$ cat src/core/clkdet_dsp_pkg.sv
/*
  Constants for the clock-detection status and DSP configuration register slice:
  register offsets, reset values, field positions, encodings and detector limits.
  Assumes the control port presents byte-wide registers at 8-bit offsets.
*/
// Notes on behaviour
// - Auto rate mode: bit 0 flags invalid rate
// - Fixed rate mode: bit 0 flags rate mismatch
// - Ignore setting never masks the rate flag
// - Bit 1: bit clock stable, 32 to 512
// - Bit 2 flags a missing bit clock
// - Bit 3 PLL lock, unlocked when disabled
// - Bit 4 flags PLL overrate
// - Bit 5 flags bit clock overrate
// - Program code 0 RAM, 1-3 ROM programs
// - Program select resets to 0x01
// - Coefficient bit: 1 ROM, 0 host download
package clkdet_dsp_pkg;

    // ----------------------------------------------------------------
    // Register offsets
    // ----------------------------------------------------------------
    localparam logic [7:0] CLOCK_DETECT_FLAGS_OFFSET = 8'h39;
    localparam logic [7:0] DSP_PROGRAM_SELECT_OFFSET = 8'h40;
    localparam logic [7:0] DSP_CONTROL_OFFSET = 8'h46;
    localparam logic [7:0] DIGITAL_VOLUME_OFFSET = 8'h4c;

    // ----------------------------------------------------------------
    // Reset values
    // ----------------------------------------------------------------
    localparam logic [7:0] CLOCK_DETECT_FLAGS_RESET = 8'h00;
    localparam logic [7:0] DSP_PROGRAM_SELECT_RESET = 8'h01;
    localparam logic [7:0] DSP_CONTROL_RESET = 8'h01;
    localparam logic [7:0] DIGITAL_VOLUME_RESET = 8'h30;
    localparam logic [7:0] READ_DEFAULT = 8'h00;

    // ----------------------------------------------------------------
    // Field positions and widths
    // ----------------------------------------------------------------
    localparam int FLAG_COUNT = 6;
    localparam int FLAG_FS_ERROR = 0;
    localparam int FLAG_SCLK_VALID = 1;
    localparam int FLAG_SCLK_MISSING = 2;
    localparam int FLAG_PLL_LOCKED = 3;
    localparam int FLAG_PLL_OVERRATE = 4;
    localparam int FLAG_SCLK_OVERRATE = 5;
    localparam int PROGRAM_WIDTH = 5;
    localparam int CTRL_RATE_LSB = 3;
    localparam int CTRL_RATE_MSB = 4;
    localparam int CTRL_COEF_BIT = 0;
    localparam logic [7:0] CLOCK_DETECT_WRITE_MASK = 8'hc0;
    localparam logic [7:0] DSP_CONTROL_WRITE_MASK = 8'hf9;

    // ----------------------------------------------------------------
    // Encodings
    // ----------------------------------------------------------------
    localparam logic [3:0] FS_MODE_AUTO = 4'h0;
    localparam logic [3:0] FS_CODE_ERROR = 4'h0;
    localparam logic [4:0] PROGRAM_RAM = 5'h00;
    localparam logic [4:0] PROGRAM_ROM_LAST = 5'h03;
    localparam int SCLK_RATIO_WIDTH = 10;
    localparam logic [9:0] SCLK_RATIO_MIN = 10'h020;
    localparam logic [9:0] SCLK_RATIO_MAX = 10'h200;

    typedef enum logic [1:0] {
        RATE_INPUT = 2'h0,
        RATE_48K = 2'h1,
        RATE_96K = 2'h2,
        RATE_192K = 2'h3
    } processing_rate_type;

endpackage : clkdet_dsp_pkg

$ cat src/core/clock_detect_if.sv
/*
  Carrier between the register slice and its flag evaluator: detector
  inputs in, six registered status flags out.
  Assumes all signals are synchronous to the system clock.
*/
`timescale 1ns/1ps
`default_nettype none
interface clock_detect_if;
    import clkdet_dsp_pkg::*;
    logic [3:0] fs_mode;
    logic [3:0] detected_fs;
    logic [SCLK_RATIO_WIDTH-1:0] sclk_ratio;
    logic sclk_ratio_stable;
    logic sclk_missing;
    logic pll_enable;
    logic pll_locked;
    logic pll_overrate;
    logic sclk_overrate;
    logic [FLAG_COUNT-1:0] flags;

    modport source (output fs_mode, detected_fs, sclk_ratio, sclk_ratio_stable, sclk_missing,
                    output pll_enable, pll_locked, pll_overrate, sclk_overrate, input flags);
    modport evaluator (input fs_mode, detected_fs, sclk_ratio, sclk_ratio_stable, sclk_missing,
                       input pll_enable, pll_locked, pll_overrate, sclk_overrate, output flags);
endinterface : clock_detect_if
`default_nettype wire

$ cat src/core/clock_detect_flags.sv
/*
  Evaluates the live clock-detection flags once per enabled clock.
  Assumes detector inputs are synchronous to clock_i.
*/
`timescale 1ns/1ps
`default_nettype none
module clock_detect_flags (
    // Clock and reset
    input wire logic clock_i,
    input wire logic rst_n_i,
    input wire logic enable_i,
    // Detector carrier
    clock_detect_if.evaluator det
);
    import clkdet_dsp_pkg::*;

    // ----------------------------------------------------------------
    // Flag evaluation
    // ----------------------------------------------------------------
    function automatic logic ratio_in_range(input logic [SCLK_RATIO_WIDTH-1:0] ratio);
        ratio_in_range = (ratio >= SCLK_RATIO_MIN) && (ratio <= SCLK_RATIO_MAX);
    endfunction : ratio_in_range

    logic [FLAG_COUNT-1:0] next_flags;
    logic [FLAG_COUNT-1:0] flags;

    always_comb begin
        next_flags = '0;
        // Rate flag is never masked by the ignore setting
        if (det.fs_mode == FS_MODE_AUTO) begin
            next_flags[FLAG_FS_ERROR] = (det.detected_fs == FS_CODE_ERROR);
        end else begin
            next_flags[FLAG_FS_ERROR] = (det.detected_fs != det.fs_mode);
        end
        next_flags[FLAG_SCLK_VALID] = det.sclk_ratio_stable && ratio_in_range(det.sclk_ratio);
        next_flags[FLAG_SCLK_MISSING] = det.sclk_missing;
        next_flags[FLAG_PLL_LOCKED] = det.pll_enable && det.pll_locked;
        next_flags[FLAG_PLL_OVERRATE] = det.pll_overrate;
        next_flags[FLAG_SCLK_OVERRATE] = det.sclk_overrate;
    end

    always_ff @(posedge clock_i) begin
        if (!rst_n_i) begin
            flags <= CLOCK_DETECT_FLAGS_RESET[FLAG_COUNT-1:0];
        end else if (enable_i) begin
            flags <= next_flags;
        end
    end

    assign det.flags = flags;

endmodule : clock_detect_flags
`default_nettype wire

$ cat src/core/clock_detect_dsp_config_regs.sv
/*
  Register slice: clock-detection flags, DSP program select, DSP control
  and digital volume, on a byte-wide control port.
  Assumes a control-port front end that issues one-cycle read and write
  strobes with an 8-bit offset, synchronous to clock_i.
*/
`timescale 1ns/1ps
`default_nettype none
module clock_detect_dsp_config_regs (
    // Clock, reset, enable
    input wire logic clock_i,
    input wire logic rst_n_i,
    input wire logic enable_i,
    // Control port
    input wire logic [7:0] reg_addr_i,
    input wire logic reg_wr_i,
    input wire logic [7:0] reg_wdata_i,
    input wire logic reg_rd_i,
    output logic [7:0] reg_rdata_o,
    output logic reg_rvalid_o,
    // Detector state
    input wire logic [3:0] fs_mode_i,
    input wire logic [3:0] detected_fs_i,
    input wire logic [clkdet_dsp_pkg::SCLK_RATIO_WIDTH-1:0] sclk_ratio_i,
    input wire logic sclk_ratio_stable_i,
    input wire logic sclk_missing_i,
    input wire logic pll_enable_i,
    input wire logic pll_locked_i,
    input wire logic pll_overrate_i,
    input wire logic sclk_overrate_i,
    // Configuration outputs
    output logic [clkdet_dsp_pkg::PROGRAM_WIDTH-1:0] dsp_program_o,
    output logic ram_program_o,
    output logic rom_program_valid_o,
    output clkdet_dsp_pkg::processing_rate_type processing_rate_o,
    output logic default_coef_select_o,
    output logic [7:0] volume_level_o,
    output logic [clkdet_dsp_pkg::FLAG_COUNT-1:0] clock_detect_flags_o
);
    import clkdet_dsp_pkg::*;

    // ----------------------------------------------------------------
    // Flag evaluator
    // ----------------------------------------------------------------
    // Flags leave flip-flops in the evaluator; the read mux takes them as they stand
    clock_detect_if det ();

    assign det.fs_mode = fs_mode_i;
    assign det.detected_fs = detected_fs_i;
    assign det.sclk_ratio = sclk_ratio_i;
    assign det.sclk_ratio_stable = sclk_ratio_stable_i;
    assign det.sclk_missing = sclk_missing_i;
    assign det.pll_enable = pll_enable_i;
    assign det.pll_locked = pll_locked_i;
    assign det.pll_overrate = pll_overrate_i;
    assign det.sclk_overrate = sclk_overrate_i;

    clock_detect_flags flag_eval (
        .clock_i(clock_i),
        .rst_n_i(rst_n_i),
        .enable_i(enable_i),
        .det(det)
    );

    // ----------------------------------------------------------------
    // Write decode
    // ----------------------------------------------------------------
    function automatic logic offset_hit(input logic [7:0] addr, input logic [7:0] offset);
        offset_hit = (addr == offset);
    endfunction : offset_hit

    // Strobes count only while the clock enable is high
    logic write_en;
    logic read_en;
    logic flags_write;
    logic program_write;
    logic control_write;
    logic volume_write;

    assign write_en = enable_i && reg_wr_i;
    assign read_en = enable_i && reg_rd_i;
    assign flags_write = write_en && offset_hit(reg_addr_i, CLOCK_DETECT_FLAGS_OFFSET);
    assign program_write = write_en && offset_hit(reg_addr_i, DSP_PROGRAM_SELECT_OFFSET);
    assign control_write = write_en && offset_hit(reg_addr_i, DSP_CONTROL_OFFSET);
    assign volume_write = write_en && offset_hit(reg_addr_i, DIGITAL_VOLUME_OFFSET);

    // ----------------------------------------------------------------
    // Register storage
    // ----------------------------------------------------------------
    logic [7:0] clock_detect_flags_reg;
    logic [7:0] dsp_program_select;
    logic [7:0] dsp_control;
    logic [7:0] digital_volume_level;

    function automatic logic [7:0] masked_write(input logic [7:0] old_value,
                                                input logic [7:0] new_value,
                                                input logic [7:0] mask);
        masked_write = (old_value & ~mask) | (new_value & mask);
    endfunction : masked_write

    // Only the reserved upper bits are stored; flag bits ignore writes
    always_ff @(posedge clock_i) begin
        if (!rst_n_i) begin
            clock_detect_flags_reg <= CLOCK_DETECT_FLAGS_RESET;
        end else if (flags_write) begin
            clock_detect_flags_reg <= masked_write(clock_detect_flags_reg, reg_wdata_i,
                                                   CLOCK_DETECT_WRITE_MASK);
        end
    end

    always_ff @(posedge clock_i) begin
        if (!rst_n_i) begin
            dsp_program_select <= DSP_PROGRAM_SELECT_RESET;
        end else if (program_write) begin
            dsp_program_select <= reg_wdata_i;
        end
    end

    always_ff @(posedge clock_i) begin
        if (!rst_n_i) begin
            dsp_control <= DSP_CONTROL_RESET;
        end else if (control_write) begin
            dsp_control <= masked_write(dsp_control, reg_wdata_i, DSP_CONTROL_WRITE_MASK);
        end
    end

    always_ff @(posedge clock_i) begin
        if (!rst_n_i) begin
            digital_volume_level <= DIGITAL_VOLUME_RESET;
        end else if (volume_write) begin
            digital_volume_level <= reg_wdata_i;
        end
    end

    // ----------------------------------------------------------------
    // Read path
    // ----------------------------------------------------------------
    // A read in the same cycle as a write returns the old value
    logic [7:0] next_rdata;

    always_comb begin
        case (reg_addr_i)
            CLOCK_DETECT_FLAGS_OFFSET: begin
                next_rdata = {clock_detect_flags_reg[7:FLAG_COUNT], det.flags};
            end
            DSP_PROGRAM_SELECT_OFFSET: begin
                next_rdata = dsp_program_select;
            end
            DSP_CONTROL_OFFSET: begin
                next_rdata = dsp_control;
            end
            DIGITAL_VOLUME_OFFSET: begin
                next_rdata = digital_volume_level;
            end
            default: begin
                next_rdata = READ_DEFAULT;
            end
        endcase
    end

    always_ff @(posedge clock_i) begin
        if (!rst_n_i) begin
            reg_rdata_o <= READ_DEFAULT;
        end else if (read_en) begin
            reg_rdata_o <= next_rdata;
        end
    end

    always_ff @(posedge clock_i) begin
        if (!rst_n_i) begin
            reg_rvalid_o <= 1'b0;
        end else if (enable_i) begin
            reg_rvalid_o <= read_en;
        end
    end

    // ----------------------------------------------------------------
    // Program decode
    // ----------------------------------------------------------------
    function automatic logic is_ram_program(input logic [PROGRAM_WIDTH-1:0] code);
        is_ram_program = (code == PROGRAM_RAM);
    endfunction : is_ram_program

    function automatic logic is_rom_program(input logic [PROGRAM_WIDTH-1:0] code);
        is_rom_program = (code != PROGRAM_RAM) && (code <= PROGRAM_ROM_LAST);
    endfunction : is_rom_program

    // Decoded at the write edge so both flags leave flip-flops together with the code
    logic ram_program;
    logic rom_program_valid;

    always_ff @(posedge clock_i) begin
        if (!rst_n_i) begin
            ram_program <= is_ram_program(DSP_PROGRAM_SELECT_RESET[PROGRAM_WIDTH-1:0]);
            rom_program_valid <= is_rom_program(DSP_PROGRAM_SELECT_RESET[PROGRAM_WIDTH-1:0]);
        end else if (program_write) begin
            ram_program <= is_ram_program(reg_wdata_i[PROGRAM_WIDTH-1:0]);
            rom_program_valid <= is_rom_program(reg_wdata_i[PROGRAM_WIDTH-1:0]);
        end
    end

    // ----------------------------------------------------------------
    // Configuration outputs
    // ----------------------------------------------------------------
    logic [PROGRAM_WIDTH-1:0] program_code;
    logic [1:0] rate_field;
    logic coef_field;

    assign program_code = dsp_program_select[PROGRAM_WIDTH-1:0];
    assign rate_field = dsp_control[CTRL_RATE_MSB:CTRL_RATE_LSB];
    assign coef_field = dsp_control[CTRL_COEF_BIT];

    assign dsp_program_o = program_code;
    assign ram_program_o = ram_program;
    assign rom_program_valid_o = rom_program_valid;
    assign processing_rate_o = processing_rate_type'(rate_field);
    assign default_coef_select_o = coef_field;
    assign volume_level_o = digital_volume_level;
    assign clock_detect_flags_o = det.flags;

endmodule : clock_detect_dsp_config_regs
`default_nettype wire

$ cat config.mk
export PLATFORM = sky130hd
export DESIGN_NAME = clock_detect_dsp_config_regs
export DESIGN_NICKNAME = d
export VERILOG_FILES = /design/src/core/clkdet_dsp_pkg.sv /design/src/core/clock_detect_if.sv /design/src/core/clock_detect_flags.sv /design/src/core/clock_detect_dsp_config_regs.sv
export SDC_FILE = /design/constraint.sdc
export NUM_CORES = 1
export LEC_CHECK = 0
export BUFFER_PORTS_ARGS = -buffer_cell sky130_fd_sc_hd__clkbuf_2
export CORE_MARGIN = 4
export CORE_UTILIZATION = 28
export CTS_CLUSTER_SIZE = 30
export DETAILED_ROUTE_END_ITERATION = 8
export PLACE_DENSITY = 0.6
export SYNTH_ARGS = -nofsm -noshare
export SYNTH_HDL_FRONTEND = slang
export SYNTH_SLANG_ARGS = --single-unit
$ cat constraint.sdc
create_clock -name clock_i -period 2.3 [get_ports clock_i]
set_input_delay 0.345 -clock clock_i [delete_from_list [all_inputs] [get_ports clock_i]]
set_output_delay 0.345 -clock clock_i [all_outputs]
set_load 0.02 [all_outputs]
==> metrics.txt, run 1 <==
dpl cell area 0.00255 mm^2; post-CTS sizing 0; Mapped Cells around 210; syn nets 259; fmax 518 MHz; Final Hold Fails 0; largest net degree at the start of global routing 21; Slew Limit Headroom 0.442; n_diodes 0; crit path capture type flip-flop; Post-synth EDFFs 0; # rows 31; Initial Util 0.285; CTS tree yes; # IOs 78; post-synthesis cell type count 46; commonest non-fill, non-tap cells in the layout clkbuf_2 (77), dfxtp_1 (41), mux2i_1 (27), nor2b_1 (25), buf_4 (11); number of CTS-inserted buffers 5; die area between 0.008 and 0.009 mm^2; Warnings, synthesis 0; Nets 336; Net Sw Frac 0.238; max-slew violations 0; # H-tree levels 2; share of cells above drive strength 1 0.356; fin cells about 400; worst clock skew around 0.0044 ns; #FFs+latches synth just over 40; worst slack, placed 0.0707 ns; RSZ-0062 raised after global routing false; vias in the first global route 1806; Die H 93.8 um; GR Util All Layers 0.130; final setup margin 0.370 ns; sequential share of the synthesized area 0.399; clk_lat worst skew 0.29 ns; Final GP Congestion 0.848; post-DR wirelength/cell 14.4 um; Total Wirelength 5640 um; Final Instance Area 0.00267 mm^2; Mapped Area 0.00206 mm^2; Die X 93.8 um; Clock Tree Buf Depth 2; via count 1825; # Post-CTS Setup Buffers 0; Worst Tran Pin Value 0.838 ns; CTS Hold Bufs 0; Post-synth top flop dfxtp_1; global route overflow 0; Max FO, Critical Path 3; Tmin final 1.93 ns; Comb power frac 0.118; setup violators final 0; port buffer count 77; Clock Sink Count 41; core area 0.00721 mm^2; Sw Pwr 0.360 mW; Synth Area per Inst 9.62 um^2; Worst Path Arrival roughly 2.2 ns; VDD IR max 0.000293 V; Root Driver clkbuf_8; Pint 1.15 mW; clock share of power 0.401; sum of negative setup slack 0 ns; pwr dens approximately 570 mW/mm^2; Reg clk slew, reported paths 0.08 ns; first-pass GRT wire length 9110 um; DR vias/cell between 4 and 5; fin crit share 0.839; CP required around 2.5 ns; Leakage 1.12 nW; Hold Crit Class in2reg; Crit Path Class in2reg; leading cell type in the layout, fill and taps excluded clkbuf_2; post-route ant nets 0; Seq pwr share 0.482; placed cells 383; Area Growth Syn to Fin 29.6%; startpoint types primary input; status finished clean; Async S/R FF share, synth 0; maxcap violations 0; drt first-iter violations 123; first-pass iteration count of the detailed router 4; filler cell count 758; DRC violations left 0; DP Wirelength 4550 um; initial antenna violation count 0
[power by group through the flow]
stage	sequential, mW	clock (mW)	combinational [mW]
floorplan	0.759	0	0.0795
global placement	0.746	0	0.177
detailed placement	0.746	0	0.179
CTS	0.729	0.627	0.179
global route	0.731	0.653	0.196
finish	0.729	0.606	0.178
[path summary, 6_finish.rpt]
path / cells after the start / from / slack [ns] / endpoint
setup / recovery: 5 / reg_addr_i[0] / 0.37 / ram_program_o
hold / removal: 3 / reg_wdata_i[5] / 0.31 / volume_level_o[5]
setup reg to reg: 4 / dsp_program_select[7] / 0.60 / reg_rdata_o[7]
hold reg to reg: 1 / reg_rdata_o[2] / 0.47 / reg_rdata_o[2]
[critical path: stages]
cell and delay, ns:
clkbuf_2 0.10, or4_4 0.53, or4_4 0.52, or4_1 0.48
a21boi_1 0.16
[cell type report]
class	count	area, um^2	share of cell area
Timing Repair Buffer	88	468	0.175
Multi-Input combinational cell	151	1120	0.420
Clock buffer	6	82.6	0.0309
Sequential cell	41	821	0.307
Clock inverter	2	37.5	0.0141
Inverter	4	15.0	0.00562
Tap cell	99	124	0.0464
[Yosys cell counts (all sizes together), types with 6 or more instances]
master,n,area share
a211oi,7,0.026
nor2b,25,0.076
buf,10,0.035
nor2,10,0.018
mux2i,27,0.13
nor4,6,0.026
nand2,10,0.018
clkbuf,8,0.015
dfxtp,41,0.40
[through the flow]
| step | hold WS (ns) | power [mW] | utilization |
|---|---|---|---|
| after global placement | 0.454 | 0.922 | 0.353 |
| after global routing | 0.325 | 1.58 | 0.370 |
| final | 0.313 | 1.51 | 0.370 |
| after floorplan | 0.469 | 0.839 | - |
| after CTS | 0.302 | 1.54 | 0.370 |
| after detailed placement | 0.458 | 0.925 | 0.353 |
[layer usage]
layer | vias up | track usage | wire length, um
met4 | 0 | 0.0289 | 31
met1 | 839 | 0.169 | 2650
met3 | 5 | 0.0329 | 365
met2 | 59 | 0.217 | 2600
li1 | 922 | - | -
met5 | - | 0 | 0
[cells by family (layout without fill, tap and decap cells)]
kind of cell    after synthesis  after routing  share of synthesized area
simple gates                 79             79                      0.244
compound gates               40             40                      0.148
flops                        41             41                      0.399
xor+xnor                      5              5                     0.0213
buf+inv                      22            100                     0.0565
mux                          27             27                      0.131
(Power assumes the default switching activity.)
==> inputs of run 2 (changes only) <==
--- a/config.mk
+++ b/config.mk
@@ -10,7 +10,7 @@
 export CORE_UTILIZATION = 28
 export CTS_CLUSTER_SIZE = 30
 export DETAILED_ROUTE_END_ITERATION = 8
-export PLACE_DENSITY = 0.6
+export PLACE_DENSITY = 0.59
 export SYNTH_ARGS = -nofsm -noshare
 export SYNTH_HDL_FRONTEND = slang
 export SYNTH_SLANG_ARGS = --single-unit
==> constraint.sdc (replaced) <==
create_clock -name clock_i -period 1.95 [get_ports clock_i]
set_input_delay 0.2925 -clock clock_i [delete_from_list [all_inputs] [get_ports clock_i]]
set_output_delay 0.2925 -clock clock_i [all_outputs]
set_load 0.02 [all_outputs]
==> run 2 against run 1 <==
Register-to-register slack worse by 0.32 ns; worst setup slack worse by 0.21 ns; combinational power up 24%; critical path depth unchanged; largest power group unchanged; via count up 3.3%; non-clock buffer count up 13; power up 10%; global-route usage about the same.
==> metrics.txt, run 2 (synthesis results as in run 1) <==
Crit Path Class in2reg; Crit. Startpoint reg_addr_i[0]; commonest non-fill, non-tap cells in the layout clkbuf_2 (77), dfxtp_1 (41), mux2i_1 (27), nor2b_1 (25), buf_4 (24); Nets 349; fmax 558 MHz; crit path capture type flip-flop; Sequential Area 821 um^2; filler cell count 785; worst clock skew 0.00482 ns; placed cells 396; worst hold slack 0.254 ns; first-pass GRT wire length just over 9000 um; die area 0.00879 mm^2; Die X 93.8 um; crit-path leading delay family simple AND/OR/NAND/NOR gates; n_diodes 0; WP buf/inv 1; number of CTS-inserted buffers 5; final setup margin 0.157 ns; vias in the first global route 1878; largest net degree at the start of global routing 27; RSZ-0062 raised after global routing false; port buffer count 77; fin cells 404; # rows 31; Area Growth Syn to Fin 33.4%; maxcap violations 0; Hold Crit Class in2reg; Slew Limit Headroom 0.476; worst reg2reg endpoint reg_rdata_o[7]; leading cell type in the layout, fill and taps excluded clkbuf_2; DRC violations left 0; cells along the critical path clkbuf_2, or4_4, or4_4, or4_1, a21boi_1; area of the multi-input gates 0.00112 mm^2; initial antenna violation count 0; Clock Tree Buf Depth 2; Tmin final 1.79 ns; core area 0.00721 mm^2; status finished clean; Register-to-Register Path Depth 5; fin util 0.381; Clock Sink Count between 40 and 50; Tot Pwr 1.67 mW; dpl cell area 0.00265 mm^2; CTS tree yes; Root Driver clkbuf_8; VDD IR max 0.000242 V; CP required 2.18 ns; worst slack, placed -0.142 ns; Worst Path Arrival just over 2 ns; Reg2Reg Setup Slack between 0.2 and 0.3 ns; GR Util All Layers 0.130; crit path to ram_program_o; startpoint types primary input; DP Wirelength 4640 um; first-pass iteration count of the detailed router 5; global route overflow 0; post-DR wirelength/cell 14.1 um; Final Hold Fails 0; Worst Tran Pin Value 0.786 ns; Initial Util 0.285; # Post-CTS Setup Buffers 0; pwr dens 606 mW/mm^2; post-CTS sizing 0; Final Instance Area 0.00275 mm^2; Reg clk slew, reported paths 0.08 ns; post-route ant nets 0; Leakage between 1 and 1.5 nW; setup violators final 0; CP Depth 5; max-slew violations 0; via count about 1900; CP max stage delay 0.54 ns; # IOs 78; Total Wirelength 5690 um; slowest CP cell or4_1; Max FO, Critical Path 2; fin crit share 0.920; worst flop-to-flop path startpoint dsp_program_select[7]; # H-tree levels 2; DR vias/cell 4.67; Critical Path Most Common Cell or4_4; share of cells above drive strength 1 0.387; Final GP Congestion 0.856; drt first-iter violations 54; clk_lat worst skew 0.29 ns; CTS Hold Bufs 0; sum of negative setup slack 0 ns; Die H approximately 94 um
run 2: cell types whose count changed in the layout (fill, tap and decap cells not counted):
cell and change:
clkinvlp_4 -1, nor2_1 -1, clkinv_4 +1, nor2_2 +1, clkinv_2 +1, buf_4 +13
bufinv_16 -1
run 2: power breakdown:
group | switching, mW | total, mW | internal [mW]
combinational | 0.117 | 0.221 | 0.104
sequential | 0.00972 | 0.860 | 0.851
clock | 0.297 | 0.584 | 0.287
total | 0.424 | 1.67 | 1.24
run 2: worst min-delay path by stage:
stage	from	endpoint	slack, ns	depth (start not counted)
after detailed placement	ram_program_o	ram_program_o	0.46	2
after floorplan	reg_wdata_i[0]	dsp_program_select[0]	0.42	2
after global routing	pll_overrate_i	flag_eval.det.flags[4]	0.26	3
after global placement	ram_program_o	ram_program_o	0.45	2
final	reg_wdata_i[5]	volume_level_o[5]	0.25	3
after CTS	reg_wdata_i[5]	volume_level_o[5]	0.24	3
run 2: worst min-delay path: cells and delay by family:
| kind | cells | cell delay, ns |
|---|---|---|
| buf+inv | 1 | 0.11 |
| mux | 1 | 0.07 |
| simple gates | 1 | 0.05 |
run 2: layer usage:
metal | GRT usage | wire length, um | up-vias
li1 | - | - | 951
met1 | 0.151 | 2440 | 872
met2 | 0.231 | 2740 | 58
met3 | 0.0465 | 471 | 5
met4 | 0.0253 | 38 | 0
met5 | 0 | 0 | -
run 2: final cells by class:
type,instances,area share
Timing Repair Buffer,101,0.206
Clock buffer,6,0.0301
Clock inverter,2,0.00501
Sequential cell,41,0.299
Inverter,4,0.00547
Multi-Input combinational cell,151,0.410
Tap cell,99,0.0451
==> inputs of run 3 (changes only) <==
--- a/config.mk
+++ b/config.mk
@@ -11,6 +11,7 @@
 export CTS_CLUSTER_SIZE = 30
 export DETAILED_ROUTE_END_ITERATION = 8
 export PLACE_DENSITY = 0.59
+export RECOVER_POWER = 25
 export SYNTH_ARGS = -nofsm -noshare
 export SYNTH_HDL_FRONTEND = slang
 export SYNTH_SLANG_ARGS = --single-unit
==> run 3 against run 2 <==
Wire length is essentially flat; clock power is essentially flat; final area shrank 0.68%; critical path type unchanged; worst hold slack lost 0.00058 ns; highest routed layer unchanged; largest power group unchanged; sequential share of layout area grew 0.21 points.
==> metrics.txt, run 3 (synthesis results as in run 1) <==
Final Hold Fails 0; first-pass iteration count of the detailed router 4; clk_lat worst skew slightly below 0.3 ns; # Post-CTS Setup Buffers 0; n_diodes 0; leading cell type in the layout, fill and taps excluded clkbuf_2; Pint 1.24 mW; drt first-iter violations 73; share of cells above drive strength 1 0.344; clock share of power 0.352; crit path capture type flip-flop; CP max stage delay 0.54 ns; initial antenna violation count 0; Critical Path Most Common Cell or4_4; Root Driver clkbuf_8; # H-tree levels 2; Reg2Reg Setup Slack around 0.28 ns; first-pass GRT wire length 9140 um; Max FO, Critical Path 2; Clock Tree Buf Depth 2; startpoint types primary input; Worst Path Arrival 2.02 ns; Crit Path Class in2reg; largest net degree at the start of global routing 27; DRC violations left 0; Sw Pwr 0.424 mW; worst clock skew 0.00486 ns; # rows 31; slowest CP cell or4_1; worst reg2reg endpoint reg_rdata_o[7]; commonest non-fill, non-tap cells in the layout clkbuf_2 (65), dfxtp_1 (41), mux2i_1 (27), nor2b_1 (25), buf_4 (23); Hold Crit Class in2reg; WP buf/inv 1; Seq pwr share 0.517; Slew Limit Headroom 0.475; global route overflow 0; max-slew violations 0; crit path to ram_program_o; vias in the first global route between 1500 and 2000; Initial Util 0.285; VDD IR max 0.000243 V; Die H 93.8 um; Total Wirelength 5690 um; Final GP Congestion 0.856; DP Wirelength about 4600 um; Net Sw Frac 0.255; CTS Hold Bufs 0; via count around 1900; Leakage 1.14 nW; core area 0.00721 mm^2; post-CTS sizing 0; RSZ-0062 raised after global routing false; post-route ant nets 0; Crit. Startpoint reg_addr_i[0]; worst hold slack 0.253 ns; CP required 2.18 ns; CP Depth 5; GR Util All Layers 0.130; crit-path leading delay family simple AND/OR/NAND/NOR gates; fmax 558 MHz; pwr dens 610 mW/mm^2; maxcap violations 0; fin cells 404; post-DR wirelength/cell between 10 and 15 um; setup violators final 0; Die X 93.8 um; final setup margin 0.157 ns; Worst Tran Pin Value 0.788 ns; port buffer count 77; number of CTS-inserted buffers 5; Clock Sink Count slightly above 40; DR vias/cell around 4.7; Area Growth Syn to Fin 32.4%; worst slack, placed -0.142 ns; Register-to-Register Path Depth 5; Comb power frac 0.131; CTS tree yes; status finished clean; placed cells 396; cells along the critical path clkbuf_2, or4_4, or4_4, or4_1, a21boi_1; Tmin final 1.79 ns; fin crit share 0.920; # IOs 78; die area 0.00879 mm^2; Nets around 350; worst flop-to-flop path startpoint dsp_program_select[7]; Tot Pwr 1.66 mW; Reg clk slew, reported paths roughly 0.08 ns
==> run 3: cell count changes in the layout (fill, tap and decap cells not counted) <==
cell | previous run | this run
clkbuf_1 | 0 | 13
clkbuf_2 | 77 | 65
buf_4 | 24 | 23
==> run 3: worst min-delay path by stage <==
stage	from	endpoint	slack, ns	cells after the start
finish	reg_wdata_i[5]	volume_level_o[5]	0.25	3
global route	pll_overrate_i	flag_eval.det.flags[4]	0.26	3
CTS	reg_wdata_i[5]	volume_level_o[5]	0.24	3
detailed placement	ram_program_o	ram_program_o	0.46	2
global placement	ram_program_o	ram_program_o	0.45	2
floorplan	reg_wdata_i[0]	dsp_program_select[0]	0.42	2
==> run 3: cell type report <==
| cell class | count | area, um^2 |
|---|---|---|
| tap | 99 | 124 |
| fill | 787 | 4490 |
| inverter | 4 | 15.0 |
| clock inverter | 2 | 13.8 |
| multi-input combinational | 151 | 1120 |
| sequential | 41 | 821 |
| clock buffer | 6 | 82.6 |
| timing repair buffer | 101 | 547 |
==> run 3: tightest hold or removal path: stages <==
cell and delay, ns:
clkbuf_2 0.11, mux2i_1 0.07, nand2_1 0.05
==> run 3: per-stage QoR <==
step           instance area [um^2]  TNS, ns   util
5_1_grt                        2730        0  0.378
4_1_cts                        2750        0  0.381
2_1_floorplan                  2060   -0.518      -
3_5_place_dp                   2650   -0.487  0.367
3_3_place_gp                   2650   -0.125  0.367
6_report                       2730        0  0.378
==> run 3: per-layer routing <==
layer,vias to the layer above,global-route usage,wire [um],part of all wire
met5,-,0,0,0
met4,0,0.0253,38,0.0067
met3,5,0.0465,474,0.083
met2,60,0.231,2740,0.48
met1,881,0.151,2440,0.43
li1,951,-,-,-
==> run 3: power groups by stage <==
stage | Clock, mW | Sequential (mW) | Combinational (mW)
CTS | 0.611 | 0.861 | 0.224
global route | 0.646 | 0.862 | 0.240
detailed placement | 0 | 0.880 | 0.222
global placement | 0 | 0.880 | 0.219
floorplan | 0 | 0.896 | 0.0939
finish | 0.584 | 0.860 | 0.218
